===== config.mk =====
export PLATFORM = sky130hd
export DESIGN_NAME = oad_decoder
export DESIGN_NICKNAME = d
export VERILOG_FILES = /design/src/hw/oad_pkg.sv /design/src/hw/oad_ea_unit.sv /design/src/hw/oad_decoder.sv
export SDC_FILE = /design/constraint.sdc
export NUM_CORES = 1
export LEC_CHECK = 0
export ABC_AREA = 1
export BUFFER_PORTS_ARGS = -buffer_cell sky130_fd_sc_hd__buf_2
export CAP_MARGIN = 20
export CORE_MARGIN = 2
export CORE_UTILIZATION = 35
export CTS_BUF_LIST = sky130_fd_sc_hd__clkbuf_4 sky130_fd_sc_hd__clkbuf_8
export CTS_CLUSTER_SIZE = 10
export DETAILED_ROUTE_END_ITERATION = 10
export SKIP_CTS_REPAIR_TIMING = 1
export SKIP_LAST_GASP = 1
export SLEW_MARGIN = 30
export SYNTH_ARGS = -nofsm -noshare
export SYNTH_HDL_FRONTEND = slang
export SYNTH_SLANG_ARGS = --single-unit

===== constraint.sdc =====
create_clock -name clk_i -period 3 [get_ports clk_i]
set_clock_uncertainty 0.05 [all_clocks]
set_input_delay 0.45 -clock clk_i [delete_from_list [all_inputs] [get_ports clk_i]]
set_output_delay 0.45 -clock clk_i [all_outputs]
set_load 0.02 [all_outputs]

===== src/hw/oad_pkg.sv =====
// shared constants and types for the operand addressing decoder
package oad_pkg;
  localparam int ADDR_W = 12;
  localparam int FR_W = 9;
  localparam int OFS_W = 7;
  localparam int INSN_W = 16;
  localparam int PTR_W = 16;
  localparam int NPTR = 3;
  localparam int PI_IP = 0;
  localparam int PI_DP = 1;
  localparam int PI_SP = 2;
  // instruction field positions
  localparam int CLS_HI = 15;
  localparam int CLS_LO = 14;
  localparam int SUB_BIT = 13;
  localparam int OP2_HI = 13;
  localparam int OP2_LO = 10;
  localparam int DSEL_BIT = 9;
  localparam int BOP_HI = 13;
  localparam int BOP_LO = 12;
  localparam int BSEL_HI = 11;
  localparam int BSEL_LO = 9;
  localparam int IOP_HI = 12;
  localparam int IOP_LO = 8;
  localparam int LIT_HI = 7;
  localparam int JADR_HI = 12;
  localparam int PAGE_HI = 2;
  // instruction classes
  localparam logic [1:0] CLS_TWO = 2'h0;
  localparam logic [1:0] CLS_IMM = 2'h1;
  localparam logic [1:0] CLS_BIT = 2'h2;
  localparam logic [1:0] CLS_JMP = 2'h3;
  // two-operand opcodes
  localparam logic [3:0] OP_CLRCMP = 4'hD;
  localparam logic [3:0] OP_STACK = 4'hE;
  localparam logic [3:0] OP_MUL = 4'hF;
  // immediate and misc opcodes
  localparam logic [4:0] IOP_SPR = 5'h1C;
  localparam logic [4:0] IOP_PUSHL = 5'h1D;
  localparam logic [4:0] IOP_LOADH = 5'h1E;
  localparam logic [4:0] IOP_LOADL = 5'h1F;
  localparam logic [4:0] MOP_PAGE = 5'h01;
  // data space
  localparam logic [11:0] GLB_BASE = 12'h080;
  localparam logic [11:0] A_PTR_BASE = 12'h004;
  localparam logic [15:0] PTR_RST = 16'h0000;
  // wishbone byte addresses
  localparam int WORD_B = 4;
  localparam logic [7:0] R_PTR_BASE = 8'h00;
  localparam logic [7:0] R_PAGE = 8'h18;
  localparam logic [7:0] R_PRODH = 8'h1C;
  localparam logic [7:0] R_EA = 8'h20;
  typedef enum logic [4:0] {
    M_IND = 5'h01, M_SPR = 5'h02, M_GLB = 5'h04, M_DPO = 5'h08, M_SPO = 5'h10
  } oad_mode_t;
  typedef enum logic [4:0] {
    F_TWO = 5'h01, F_IMM = 5'h02, F_JMP = 5'h04, F_BIT = 5'h08, F_MISC = 5'h10
  } oad_fmt_t;
endpackage


===== src/hw/oad_ea_unit.sv =====
// effective address unit for the operand location field
module oad_ea_unit (
  // operand location field
  input wire logic [oad_pkg::FR_W-1:0] operand_location_field_i,
  // pointer pairs
  input wire logic [oad_pkg::PTR_W-1:0] ind_ptr_i,
  input wire logic [oad_pkg::PTR_W-1:0] data_ptr_i,
  input wire logic [oad_pkg::PTR_W-1:0] stack_ptr_i,
  // result
  output logic [oad_pkg::ADDR_W-1:0] ea_o,
  output oad_pkg::oad_mode_t mode_o
);
  localparam int AW = oad_pkg::ADDR_W;
  logic [AW-1:0] base;
  logic [AW-1:0] ofs;
  logic [1:0] top;
  assign ofs = AW'(operand_location_field_i[oad_pkg::OFS_W-1:0]);
  assign top = operand_location_field_i[oad_pkg::FR_W-1:oad_pkg::FR_W-2];
  // [RULE6] base pointer pick
  assign base = top[0] ? stack_ptr_i[AW-1:0] : data_ptr_i[AW-1:0];
  always_comb begin
    ea_o = ofs;
    mode_o = oad_pkg::M_SPR;
    if (operand_location_field_i == '0) begin
      // [RULE1] all zero means indirect
      mode_o = oad_pkg::M_IND;
      // [RULE2] upper nibble dropped
      ea_o = ind_ptr_i[AW-1:0];
    end else if (top[1]) begin
      // [RULE4] offset mode select
      mode_o = top[0] ? oad_pkg::M_SPO : oad_pkg::M_DPO;
      // [RULE5] base plus offset
      // [RULE23] wraps in data space
      ea_o = AW'(base + ofs);
    end else if (top[0]) begin
      // [RULE21] global register window
      mode_o = oad_pkg::M_GLB;
      ea_o = AW'(oad_pkg::GLB_BASE + ofs);
    end
  end
endmodule // oad_ea_unit


===== src/hw/oad_decoder.sv =====
// operand addressing decoder with wishbone register access
//
// Contract
// [RULE1] operand location field all zero selects register-indirect mode
// [RULE2] indirect address is low 12 bits of pointer; top nibble unused
// [RULE3] software avoids pointer modes for addresses 0x000 to 0x01F
// [RULE4] operand field bit 8 set selects pointer-plus-offset mode
// [RULE5] offset address is 12-bit base plus 7-bit unsigned offset
// [RULE6] field bit 7 picks data pointer (0) or stack pointer (1)
// [RULE7] high-load and low-load instructions write data pointer bytes
// [RULE8] push and pop move a byte and adjust stack pointer
// [RULE9] data stack grows toward lower addresses
// [RULE10] data stack is separate from call return stack
// [RULE11] one 16-bit word per instruction, one per clock
// [RULE12] select bit routes two-operand result to accumulator or location
// [RULE13] multiply ignores select; high byte to product reg, low to acc
// [RULE14] single-operand select: zero writes accumulator, one writes location
// [RULE15] select bit extends opcode for clear/compare type pairs
// [RULE16] immediate carries 8-bit literal to accumulator, stack or special
// [RULE17] jump target is page bits above 13 encoded bits
// [RULE18] three-bit field picks one bit of the addressed register
// [RULE19] five instruction formats are recognised
// [RULE20] operand field is 9 bits holding mode and address or offset
// [RULE21] field 00 gives special register, 01 gives 0x080 plus low bits
// [RULE22] pointer low byte carry increments high, borrow decrements high
// [RULE23] base plus offset is truncated to 12 bits
// [RULE24] push decrements before store, pop increments after load
module oad_decoder #(
  parameter int WB_AW = 8
) (
  // clock and reset
  input wire logic clk_i,
  input wire logic rst_i,
  // wishbone slave
  input wire logic wb_cyc_i,
  input wire logic wb_stb_i,
  input wire logic wb_we_i,
  input wire logic [WB_AW-1:0] wb_adr_i,
  input wire logic [3:0] wb_sel_i,
  input wire logic [31:0] wb_dat_i,
  output logic [31:0] wb_dat_o,
  output logic wb_ack_o,
  // fetched instruction
  input wire logic insn_valid_i,
  input wire logic [oad_pkg::INSN_W-1:0] insn_i,
  // core write-back into data space
  input wire logic wr_valid_i,
  input wire logic [oad_pkg::ADDR_W-1:0] wr_addr_i,
  input wire logic [7:0] wr_data_i,
  input wire logic wr_carry_i,
  input wire logic wr_borrow_i,
  // multiplier result
  input wire logic prod_valid_i,
  input wire logic [15:0] prod_i,
  // decoded operation
  output logic dec_valid_o,
  output logic [4:0] fmt_o,
  output logic [4:0] mode_o,
  output logic [oad_pkg::ADDR_W-1:0] ea_o,
  output logic [4:0] op_o,
  output logic src_mem_o,
  output logic dst_mem_o,
  output logic dst_acc_o,
  output logic dst_prodh_o,
  output logic dst_spr_o,
  output logic stk_rd_o,
  output logic stk_wr_o,
  output logic [oad_pkg::ADDR_W-1:0] stk_addr_o,
  output logic [7:0] literal_o,
  output logic jump_o,
  output logic call_o,
  output logic [15:0] target_o,
  output logic [1:0] bit_op_o,
  output logic [7:0] bit_mask_o,
  // product high byte
  output logic [7:0] product_high_register_o
);
  localparam int AW = oad_pkg::ADDR_W;
  localparam int SP = oad_pkg::PI_SP;
  localparam int DP = oad_pkg::PI_DP;

  function automatic logic [WB_AW-1:0] reg_adr(input int k, input int h);
    return WB_AW'(oad_pkg::R_PTR_BASE + (2 * k + h) * oad_pkg::WORD_B);
  endfunction

  function automatic logic [AW-1:0] core_adr(input int k, input int h);
    return AW'(oad_pkg::A_PTR_BASE + 2 * k + h);
  endfunction

  function automatic logic [15:0] ptr_write(input logic [15:0] p,
      input logic lo, input logic [7:0] d, input logic cy, input logic bw);
    logic [7:0] hi;
    hi = p[15:8];
    if (!lo) begin
      return {d, p[7:0]};
    end
    if (cy) begin
      hi = hi + 8'h01;
    end else if (bw) begin
      hi = hi - 8'h01;
    end
    return {hi, d};
  endfunction

  logic [oad_pkg::PTR_W-1:0] ptr [oad_pkg::NPTR];
  logic [2:0] page_select_bits;
  logic [oad_pkg::FR_W-1:0] operand_location_field;
  logic [AW-1:0] ea_now;
  oad_pkg::oad_mode_t mode_now;
  logic [1:0] cls;
  logic [3:0] op2;
  logic [4:0] iop;
  logic dsel;
  logic is_two, is_imm, is_misc, is_jmp;
  logic is_mul, is_stk, is_cc, is_push, is_pop;
  logic is_pushl, is_ldh, is_ldl, is_spr, is_page;
  logic [15:0] sp_dec, sp_inc;
  logic wb_wr;
  logic [31:0] next_rdat;
  logic [AW-1:0] ofs_base;

  // [RULE20] nine-bit operand field
  assign operand_location_field = insn_i[oad_pkg::FR_W-1:0];
  assign cls = insn_i[oad_pkg::CLS_HI:oad_pkg::CLS_LO];
  assign op2 = insn_i[oad_pkg::OP2_HI:oad_pkg::OP2_LO];
  assign iop = insn_i[oad_pkg::IOP_HI:oad_pkg::IOP_LO];
  assign dsel = insn_i[oad_pkg::DSEL_BIT];
  assign is_two = cls == oad_pkg::CLS_TWO;
  assign is_imm = cls == oad_pkg::CLS_IMM && !insn_i[oad_pkg::SUB_BIT];
  assign is_misc = cls == oad_pkg::CLS_IMM && insn_i[oad_pkg::SUB_BIT];
  assign is_jmp = cls == oad_pkg::CLS_JMP;
  assign is_mul = is_two && op2 == oad_pkg::OP_MUL;
  assign is_stk = is_two && op2 == oad_pkg::OP_STACK;
  assign is_cc = is_two && op2 == oad_pkg::OP_CLRCMP;
  assign is_push = is_stk && !dsel;
  assign is_pop = is_stk && dsel;
  assign is_pushl = is_imm && iop == oad_pkg::IOP_PUSHL;
  assign is_ldh = is_imm && iop == oad_pkg::IOP_LOADH;
  assign is_ldl = is_imm && iop == oad_pkg::IOP_LOADL;
  assign is_spr = is_imm && iop == oad_pkg::IOP_SPR;
  assign is_page = is_misc && iop == oad_pkg::MOP_PAGE;
  // [RULE9] stack grows downward
  assign sp_dec = ptr[SP] - 16'h0001;
  assign sp_inc = ptr[SP] + 16'h0001;
  assign ofs_base = insn_i[oad_pkg::FR_W-2] ? ptr[SP][AW-1:0] : ptr[DP][AW-1:0];

  oad_ea_unit u_ea (
    .operand_location_field_i(operand_location_field),
    .ind_ptr_i(ptr[oad_pkg::PI_IP]),
    .data_ptr_i(ptr[DP]),
    .stack_ptr_i(ptr[SP]),
    .ea_o(ea_now),
    .mode_o(mode_now)
  );

  // write takes effect on the edge that sees ack high
  assign wb_wr = wb_cyc_i && wb_stb_i && wb_we_i && wb_ack_o && wb_sel_i[0];

  // pointer pairs; instruction effects win over core and bus writes
  always_ff @(posedge clk_i) begin
    if (rst_i) begin
      for (int k = 0; k < oad_pkg::NPTR; k++) begin
        ptr[k] <= oad_pkg::PTR_RST;
      end
    end else begin
      for (int k = 0; k < oad_pkg::NPTR; k++) begin
        for (int h = 0; h < 2; h++) begin
          if (wb_wr && wb_adr_i == reg_adr(k, h)) begin
            ptr[k] <= ptr_write(ptr[k], h != 0, wb_dat_i[7:0], 1'b0, 1'b0);
          end
          // [RULE22] carry ripples to high
          if (wr_valid_i && wr_addr_i == core_adr(k, h)) begin
            ptr[k] <= ptr_write(ptr[k], h != 0, wr_data_i, wr_carry_i,
                                wr_borrow_i);
          end
        end
      end
      if (insn_valid_i) begin
        // [RULE7] literal loads data pointer
        if (is_ldh) begin
          ptr[DP][15:8] <= insn_i[oad_pkg::LIT_HI:0];
        end
        if (is_ldl) begin
          ptr[DP][7:0] <= insn_i[oad_pkg::LIT_HI:0];
        end
        // [RULE24] pre-decrement, post-increment
        if (is_push || is_pushl) begin
          ptr[SP] <= sp_dec;
        end
        if (is_pop) begin
          ptr[SP] <= sp_inc;
        end
      end
    end
  end

  // page bits, loaded by page instruction or bus
  always_ff @(posedge clk_i) begin
    if (rst_i) begin
      page_select_bits <= '0;
    end else if (insn_valid_i && is_page) begin
      page_select_bits <= insn_i[oad_pkg::PAGE_HI:0];
    end else if (wb_wr && wb_adr_i == WB_AW'(oad_pkg::R_PAGE)) begin
      page_select_bits <= wb_dat_i[oad_pkg::PAGE_HI:0];
    end
  end

  // [RULE13] upper product byte kept
  always_ff @(posedge clk_i) begin
    if (rst_i) begin
      product_high_register_o <= '0;
    end else if (prod_valid_i) begin
      product_high_register_o <= prod_i[15:8];
    end
  end

  // decode stage, one word per clock with no stall
  always_ff @(posedge clk_i) begin
    if (rst_i) begin
      dec_valid_o <= 1'b0;
      fmt_o <= '0;
      mode_o <= '0;
      ea_o <= '0;
      op_o <= '0;
      stk_addr_o <= '0;
      literal_o <= '0;
      target_o <= '0;
      bit_op_o <= '0;
      bit_mask_o <= '0;
    end else begin
      // [RULE11] single-cycle throughput
      dec_valid_o <= insn_valid_i;
      if (insn_valid_i) begin
        mode_o <= mode_now;
        ea_o <= ea_now;
        op_o <= {1'b0, op2};
        // [RULE19] five formats
        unique case (cls)
          oad_pkg::CLS_TWO: begin
            fmt_o <= oad_pkg::F_TWO;
            // [RULE15] select extends opcode
            op_o <= {op2, (is_cc || is_stk) ? dsel : 1'b0};
            stk_addr_o <= dsel ? ptr[SP][AW-1:0] : sp_dec[AW-1:0];
          end
          oad_pkg::CLS_IMM: begin
            fmt_o <= is_misc ? oad_pkg::F_MISC : oad_pkg::F_IMM;
            op_o <= iop;
            stk_addr_o <= sp_dec[AW-1:0];
            if (is_imm) begin
              literal_o <= insn_i[oad_pkg::LIT_HI:0];
            end
          end
          oad_pkg::CLS_BIT: begin
            fmt_o <= oad_pkg::F_BIT;
            bit_op_o <= insn_i[oad_pkg::BOP_HI:oad_pkg::BOP_LO];
            // [RULE18] bit pick
            bit_mask_o <= 8'h01 << insn_i[oad_pkg::BSEL_HI:oad_pkg::BSEL_LO];
          end
          oad_pkg::CLS_JMP: begin
            fmt_o <= oad_pkg::F_JMP;
            // [RULE17] page bits on top
            target_o <= {page_select_bits, insn_i[oad_pkg::JADR_HI:0]};
          end
        endcase
      end
    end
  end

  // routing strobes, cleared when no word arrives
  always_ff @(posedge clk_i) begin
    if (rst_i || !insn_valid_i) begin
      src_mem_o <= 1'b0;
      dst_mem_o <= 1'b0;
      dst_acc_o <= 1'b0;
      dst_prodh_o <= 1'b0;
      dst_spr_o <= 1'b0;
      stk_rd_o <= 1'b0;
      stk_wr_o <= 1'b0;
      jump_o <= 1'b0;
      call_o <= 1'b0;
    end else begin
      jump_o <= is_jmp && !insn_i[oad_pkg::SUB_BIT];
      call_o <= is_jmp && insn_i[oad_pkg::SUB_BIT];
      // [RULE16] literal destination
      dst_spr_o <= is_spr;
      // [RULE8] stack byte transfer
      stk_rd_o <= is_pop;
      stk_wr_o <= is_push || is_pushl;
      // [RULE13] product routing, select ignored
      dst_prodh_o <= is_mul;
      // [RULE12] select routes result
      // [RULE14] single-operand routing
      dst_acc_o <= is_mul || (is_two && !is_stk && !is_cc && !dsel)
                   || (is_imm && !is_pushl && !is_ldh && !is_ldl && !is_spr);
      dst_mem_o <= (is_two && !is_mul && dsel)
                   || (cls == oad_pkg::CLS_BIT && !insn_i[oad_pkg::BOP_HI]);
      src_mem_o <= is_mul || (is_two && !is_mul && !dsel)
                   || (is_two && !is_stk && !is_cc)
                   || cls == oad_pkg::CLS_BIT;
    end
  end

  // bus read mux; unmapped and reserved bits read zero
  always_comb begin
    next_rdat = '0;
    for (int k = 0; k < oad_pkg::NPTR; k++) begin
      for (int h = 0; h < 2; h++) begin
        if (wb_adr_i == reg_adr(k, h)) begin
          next_rdat[7:0] = (h != 0) ? ptr[k][7:0] : ptr[k][15:8];
        end
      end
    end
    if (wb_adr_i == WB_AW'(oad_pkg::R_PAGE)) begin
      next_rdat[oad_pkg::PAGE_HI:0] = page_select_bits;
    end
    if (wb_adr_i == WB_AW'(oad_pkg::R_PRODH)) begin
      next_rdat[7:0] = product_high_register_o;
    end
    if (wb_adr_i == WB_AW'(oad_pkg::R_EA)) begin
      next_rdat[AW-1:0] = ea_o;
    end
  end

  // ack one cycle after strobe, dropped the next
  always_ff @(posedge clk_i) begin
    if (rst_i) begin
      wb_ack_o <= 1'b0;
      wb_dat_o <= '0;
    end else begin
      wb_ack_o <= wb_cyc_i && wb_stb_i && !wb_ack_o;
      if (wb_cyc_i && wb_stb_i && !wb_ack_o) begin
        wb_dat_o <= next_rdat;
      end
    end
  end
endmodule // oad_decoder


Word level (Yosys, flattened, before mapping)
Memories as Yosys holds them, arrays and structs flattened.
Index checks and enable logic that the tools add are counted.
W data, S select, Z words.
{"block": "classes", "add_sub_neg": 10, "muxes": 137, "n_bitwise": 16, "n_reduce_logical": 73, "n_eq_ne": 25, "shifts": 1}
{"operator": "$mux W16", "n": 32}
{"operator": "$mux W8", "n": 21}
{"operator": "$mux W12", "n": 6}
{"operator": "$mux W1", "n": 67}
{"operator": "$eq A12 B3 Y1 const B", "n": 4}
{"operator": "$logic_and A1 B1 Y1", "n": 44}
{"operator": "$eq A8 B5 Y1 const B", "n": 4}
{"operator": "$add A8 B1 Y8 const B", "n": 3}
{"operator": "$eq A12 B4 Y1 const B", "n": 2}
{"operator": "$pmux W12 S2", "n": 1}
{"operator": "$sub A8 B1 Y8 const B", "n": 3}
{"operator": "$eq A5 B5 Y1 const B", "n": 4}
{"operator": "$mux W5", "n": 4}
{"operator": "$pmux W5 S4", "n": 1}
{"operator": "$add A16 B1 Y16 const B", "n": 1}
{"operator": "$eq A8 B4 Y1 const B", "n": 2}
{"operator": "$or A1 B1 Y1", "n": 16}
{"operator": "$sub A16 B1 Y16 const B", "n": 1}
{"operator": "$add A12 B7 Y12", "n": 1}
{"operator": "$eq A4 B4 Y1 const B", "n": 3}
{"operator": "$mux W3", "n": 4}
{"operator": "$logic_not A1 Y1", "n": 11}
{"operator": "$pmux W5 S2", "n": 1}
{"operator": "$add A8 B7 Y9 const A", "n": 1}
{"operator": "other kinds (13)", "n": 25}
{"block": "totals", "ff_bits": 107, "word_cells": 286, "ram_bits": 48, "memories": 1}
{"name": "ptr", "words": 3, "word_bits": 16, "read_ports": 3, "rd_ports_with_merged_regs": 0, "wr": 3, "line": "oad_decoder.sv:105", "rtl": "logic [oad_pkg::PTR_W-1:0] ptr [oad_pkg::NPTR];"}

Logic depth before layout (Yosys ltp)
{"block": "depth", "word_depth": 16, "ltp_mapped": 16, "ltp_nobuf": 15}

Cells and area by module
From an unflattened synthesis, not the netlist that was laid out.
{"block": "unflattened", "cells_unflattened": 1541, "hier_area_um2": 10543.9}
{"mod": "oad_decoder", "area_per_inst_um2": 9643.0, "instances": 1, "cells_each": 1362}
{"mod": "oad_ea_unit", "area_per_inst_um2": 900.9, "instances": 1, "cells_each": 179}

Worst setup path before layout
OpenSTA, ideal clock, no wires.
{"block": "synth_timing", "kind": "input port to flip-flop", "from": "in insn_i[7] in the netlist's numbering", "to": "reg ea_o[10] in the netlist's numbering", "required_time_ns": 2.880, "setup_ns": 0.070, "path_slack_ns": 0.288, "arrival_ns": 2.592, "path_stages": 14, "path_buffers": 2, "path_cell_list": "clkbuf_1 > buf_1 > nand2_1 > o21ai_0 > ha_1 > inv_1 > fa_1 > o21ai_0 > nand4_1 > nand3_1 > nand2_1 > o21ai_1 > nand3_1 > a21oi_1"}
{"block": "synth_between", "elab_chain_cells": 4}
{"item": "start: declaration", "line": "oad_decoder.sv:45", "rtl": "input wire logic [oad_pkg::INSN_W-1:0] insn_i,"}
{"item": "$mux W12", "line": "oad_ea_unit.sv:20", "rtl": "assign base = top[0] ? stack_ptr_i[AW-1:0] : data_ptr_i[AW-1:0];"}
{"item": "$add A12 B7 Y12", "line": "oad_ea_unit.sv:34", "rtl": "ea_o = AW'(base + ofs);"}
{"item": "$mux W12", "line": "oad_ea_unit.sv:29", "rtl": "end else if (top[1]) begin"}
{"item": "$mux W12 *", "line": "oad_ea_unit.sv:24", "rtl": "if (operand_location_field_i == '0) begin"}
{"item": "end signal: assignment", "line": "oad_decoder.sv:235", "rtl": "ea_o <= ea_now;"}
{"item": "end: declaration", "line": "oad_decoder.sv:59", "rtl": "output logic [oad_pkg::ADDR_W-1:0] ea_o,"}
Mark *: on every way between the ends. The rest lies on a longest branch, timed or not.
A chain may end at the register's enable or synchronous reset.

==> impl_metrics.py <==
metrics = {
    "route": {
        "vias_per_cell": 5.29,
        "wl_per_cell_um": 18.2,
        "drt_iter0_markers": 1168,
        "ant_nets": 0,
        "wl_um": 36200,
        "dr.pass1.iters": 8,
        "via_count": 10500,
        "post-route-drc-count": 0,
    },
    "placement": {
        "port_buffers": 174,
        "place_hpwl_um": 28100,
        "gp_congestion": 0.995,
        "placedCellCount": 1960,
    },
    "logic_synthesis": {
        "ys_warn_count": 0,
        "async_reset_ff_share_pct": 0,
        "syn_inst": 1416,
        "synth_edf_count": 48,
        "synth_ff_type": "dfxtp_1",
        "syn_area_sq_um": 10000,
        "ys_types": 60,
        "synth.avg_cell_area_sq_um": 7.09,
        "ys_seq_area_share_pct": 35.7,
        "ys_ff_latch": 155,
    },
    "setup_path": {
        "crit_path_max_fanout": 4,
        "cpPeakStageDelay_ns": 0.47,
        "critPathKind": "register to register",
        "r2r_start": "ptr[2][1]$_DFFE_PP_",
        "critPathSlowestCell": "fa_1",
        "cp.required_ns": 3.35,
        "worstPathCellList": "inv_1, nand2_1, o21ai_0, fa_1, o21ai_0, nand4_1, nand3_1, nand2_1, o21ai_1, nand3_1, a21oi_1",
        "startpoint": "ptr[2][1]$_DFFE_PP_",
        "cp_top_family": "compound AO/OA/AOI/OAI gates",
        "crit_buf_inv": 1,
        "cp-end-kind": "register",
        "crit_path_start_kind": "register",
        "worst_ep_arrival_time_ns": 2.84,
    },
    "cells_and_area": {
        "layout-drive-gt1-share_pct": 19.3,
        "area_delta_synth_final_pct": 17.6,
        "final_common_cell": "nand2_1",
        "final_cells": 1992,
        "final_nets": 1732,
        "final_cell_mix": "nand2_1, buf_2, o21ai_0",
        "utilization_pct": 41.5,
        "n_antenna_cell": 0,
    },
    "clock_network": {
        "cts_max_level": 4,
        "insertion_delay_ns": 0.48,
        "cts_tree": "built",
        "path_clk_slew_ns": 0.12,
        "ctsLongestPathBuffers": 2,
        "numCtsBuffers": 17,
        "cts_root_buffer": "clkbuf_8",
        "cts.sinks": 155,
    },
    "global_route": {
        "grt.met1_usage_pct": 33.8,
        "grt_use_met2_pct": 36.7,
        "grt_pass1_wl_um": 55600,
        "grt_max_degree": 66,
        "grt.total_usage_pct": 23.7,
        "first_global_vias": 9661,
        "grt.busiest_layer": "met2",
        "antenna_found_initial": 0,
        "use_met3_pct": 4.52,
        "grt_remaining_overflow": 0,
    },
    "floorplanning": {
        "initial_core_util_pct": 35.3,
        "die_x_um": 173,
        "ioPinCount": 230,
        "rows": 62,
        "die_area_sq_um": 30100,
        "core_sq_um": 28500,
        "die_y_um": 173,
    },
    "sta": {
        "fin_crit_ns": 2.49,
        "post-route-period-util_pct": 83.2,
        "slew_headroom_pct": 46.9,
        "fmax_mhz": 401,
        "tightest_slew_ns": 0.794,
        "timing.hold.ws_ns": 0.142,
        "rsz0062_at_grt": "false",
        "final.setup.tns_ns": 0,
        "hold_viol": 0,
        "drv_slew": 0,
        "finalSetupViolations": 0,
    },
    "pwr": {
        "power_mw": 4.84,
        "worst_ir_drop_vdd_mv": 0.227,
        "power_density_nw_per_um2": 410,
        "leakagePower_nw": 5.51,
    },
    "status": {
        "status": "completed",
    },
    "run": {
        "max-cap-violations": 0,
    },
    "hold_path": {
        "min-delay-start": "insn_i[13]",
        "hold_class": "input port to register",
    },
}
registers in the layout (all words and copies together) (netlist names), 8 cells and up:
signal                   flops
literal_o                    8
wb_dat_o                    12
stk_addr_o                  12
ea_o                        12
bit_mask_o                   8
ptr                         48
target_o                    16
product_high_register_o      8
final timing paths:
check / to / slack [ns] / cells past startpoint
max: ea_o[10]$_SDFFE_PP0P_ / 0.51 / 11
min: jump_o$_SDFF_PP0_ / 0.14 / 2
max reg2reg: ea_o[10]$_SDFFE_PP0P_ / 0.51 / 11
min reg2reg: wb_dat_o[3]$_SDFFE_PP0P_ / 0.42 / 2
worst reg2reg max path, cell delays in order, from the launching register on:
cell and delay [ns]:
edfxtp_1 0.42, inv_1 0.12, nand2_1 0.08, o21ai_0 0.15
fa_1 0.47, o21ai_0 0.41, nand4_1 0.15, nand3_1 0.16
nand2_1 0.08, o21ai_1 0.11, nand3_1 0.08, a21oi_1 0.14
Yosys cell counts, drive strengths merged, types with 2 or more instances:
cell type	instances	area (sq um)
nor3	25	173
nand3b	7	56.3
a21o	2	15.0
o211ai	23	173
o22ai	27	175
xnor2	9	78.8
nand4	27	199
nand3	102	536
buf	43	287
nor4	5	31.3
or2	5	31.3
a21oi	112	561
o221ai	4	35.0
o21ai	156	785
a211oi	5	37.5
clkbuf	30	113
clkinv	2	7.51
fa	4	80.1
xor2	20	175
o21a	3	22.5
nand2	309	1210
a31oi	11	68.8
inv	146	553
ha	27	338
nor2	143	604
edfxtp	48	1440
dfxtp	107	2140
metal layers:
metal	wire length, um	vias to the layer above
li1	-	5132
met5	0	-
met1	16300	4836
met3	3180	58
met2	15900	510
met4	847	0
final cells by class:
class                      count  area, sq um
fill                        3052        16700
clock buffer                  17          234
sequential                   155         3580
timing repair buffer         214         1180
tap                          384          480
inverter                     148          561
clock inverter                15          196
multi-input combinational   1059         5570
kinds of logic after synthesis:
group                    Yosys count  share of synthesized area, %
multiplexers                       2                         0.212
adder cells (fa/ha/maj)           31                          4.16
XOR/XNOR                          29                          2.53
other                              1                        0.0373
AO/OA/AOI/OAI                    352                          19.4
flip-flops                       155                          35.7
buffers and inverters            221                          9.55
AND/OR/NAND/NOR                  625                          28.4
report_power, final:
group | switching, mW | internal, mW
registers | 0.0722 | 2.24
clock network | 1.03 | 0.657
logic | 0.576 | 0.265
metrics by stage:
stage                     instance area [sq um]  setup slack (ns)
final                                     11800             0.505
after global routing                      11800             0.218
after CTS                                 11800             0.539
after detailed placement                  11400             0.220
after global placement                    11400             0.260
after floorplan                           10100             0.288
Power figures use the tool's default switching activity.
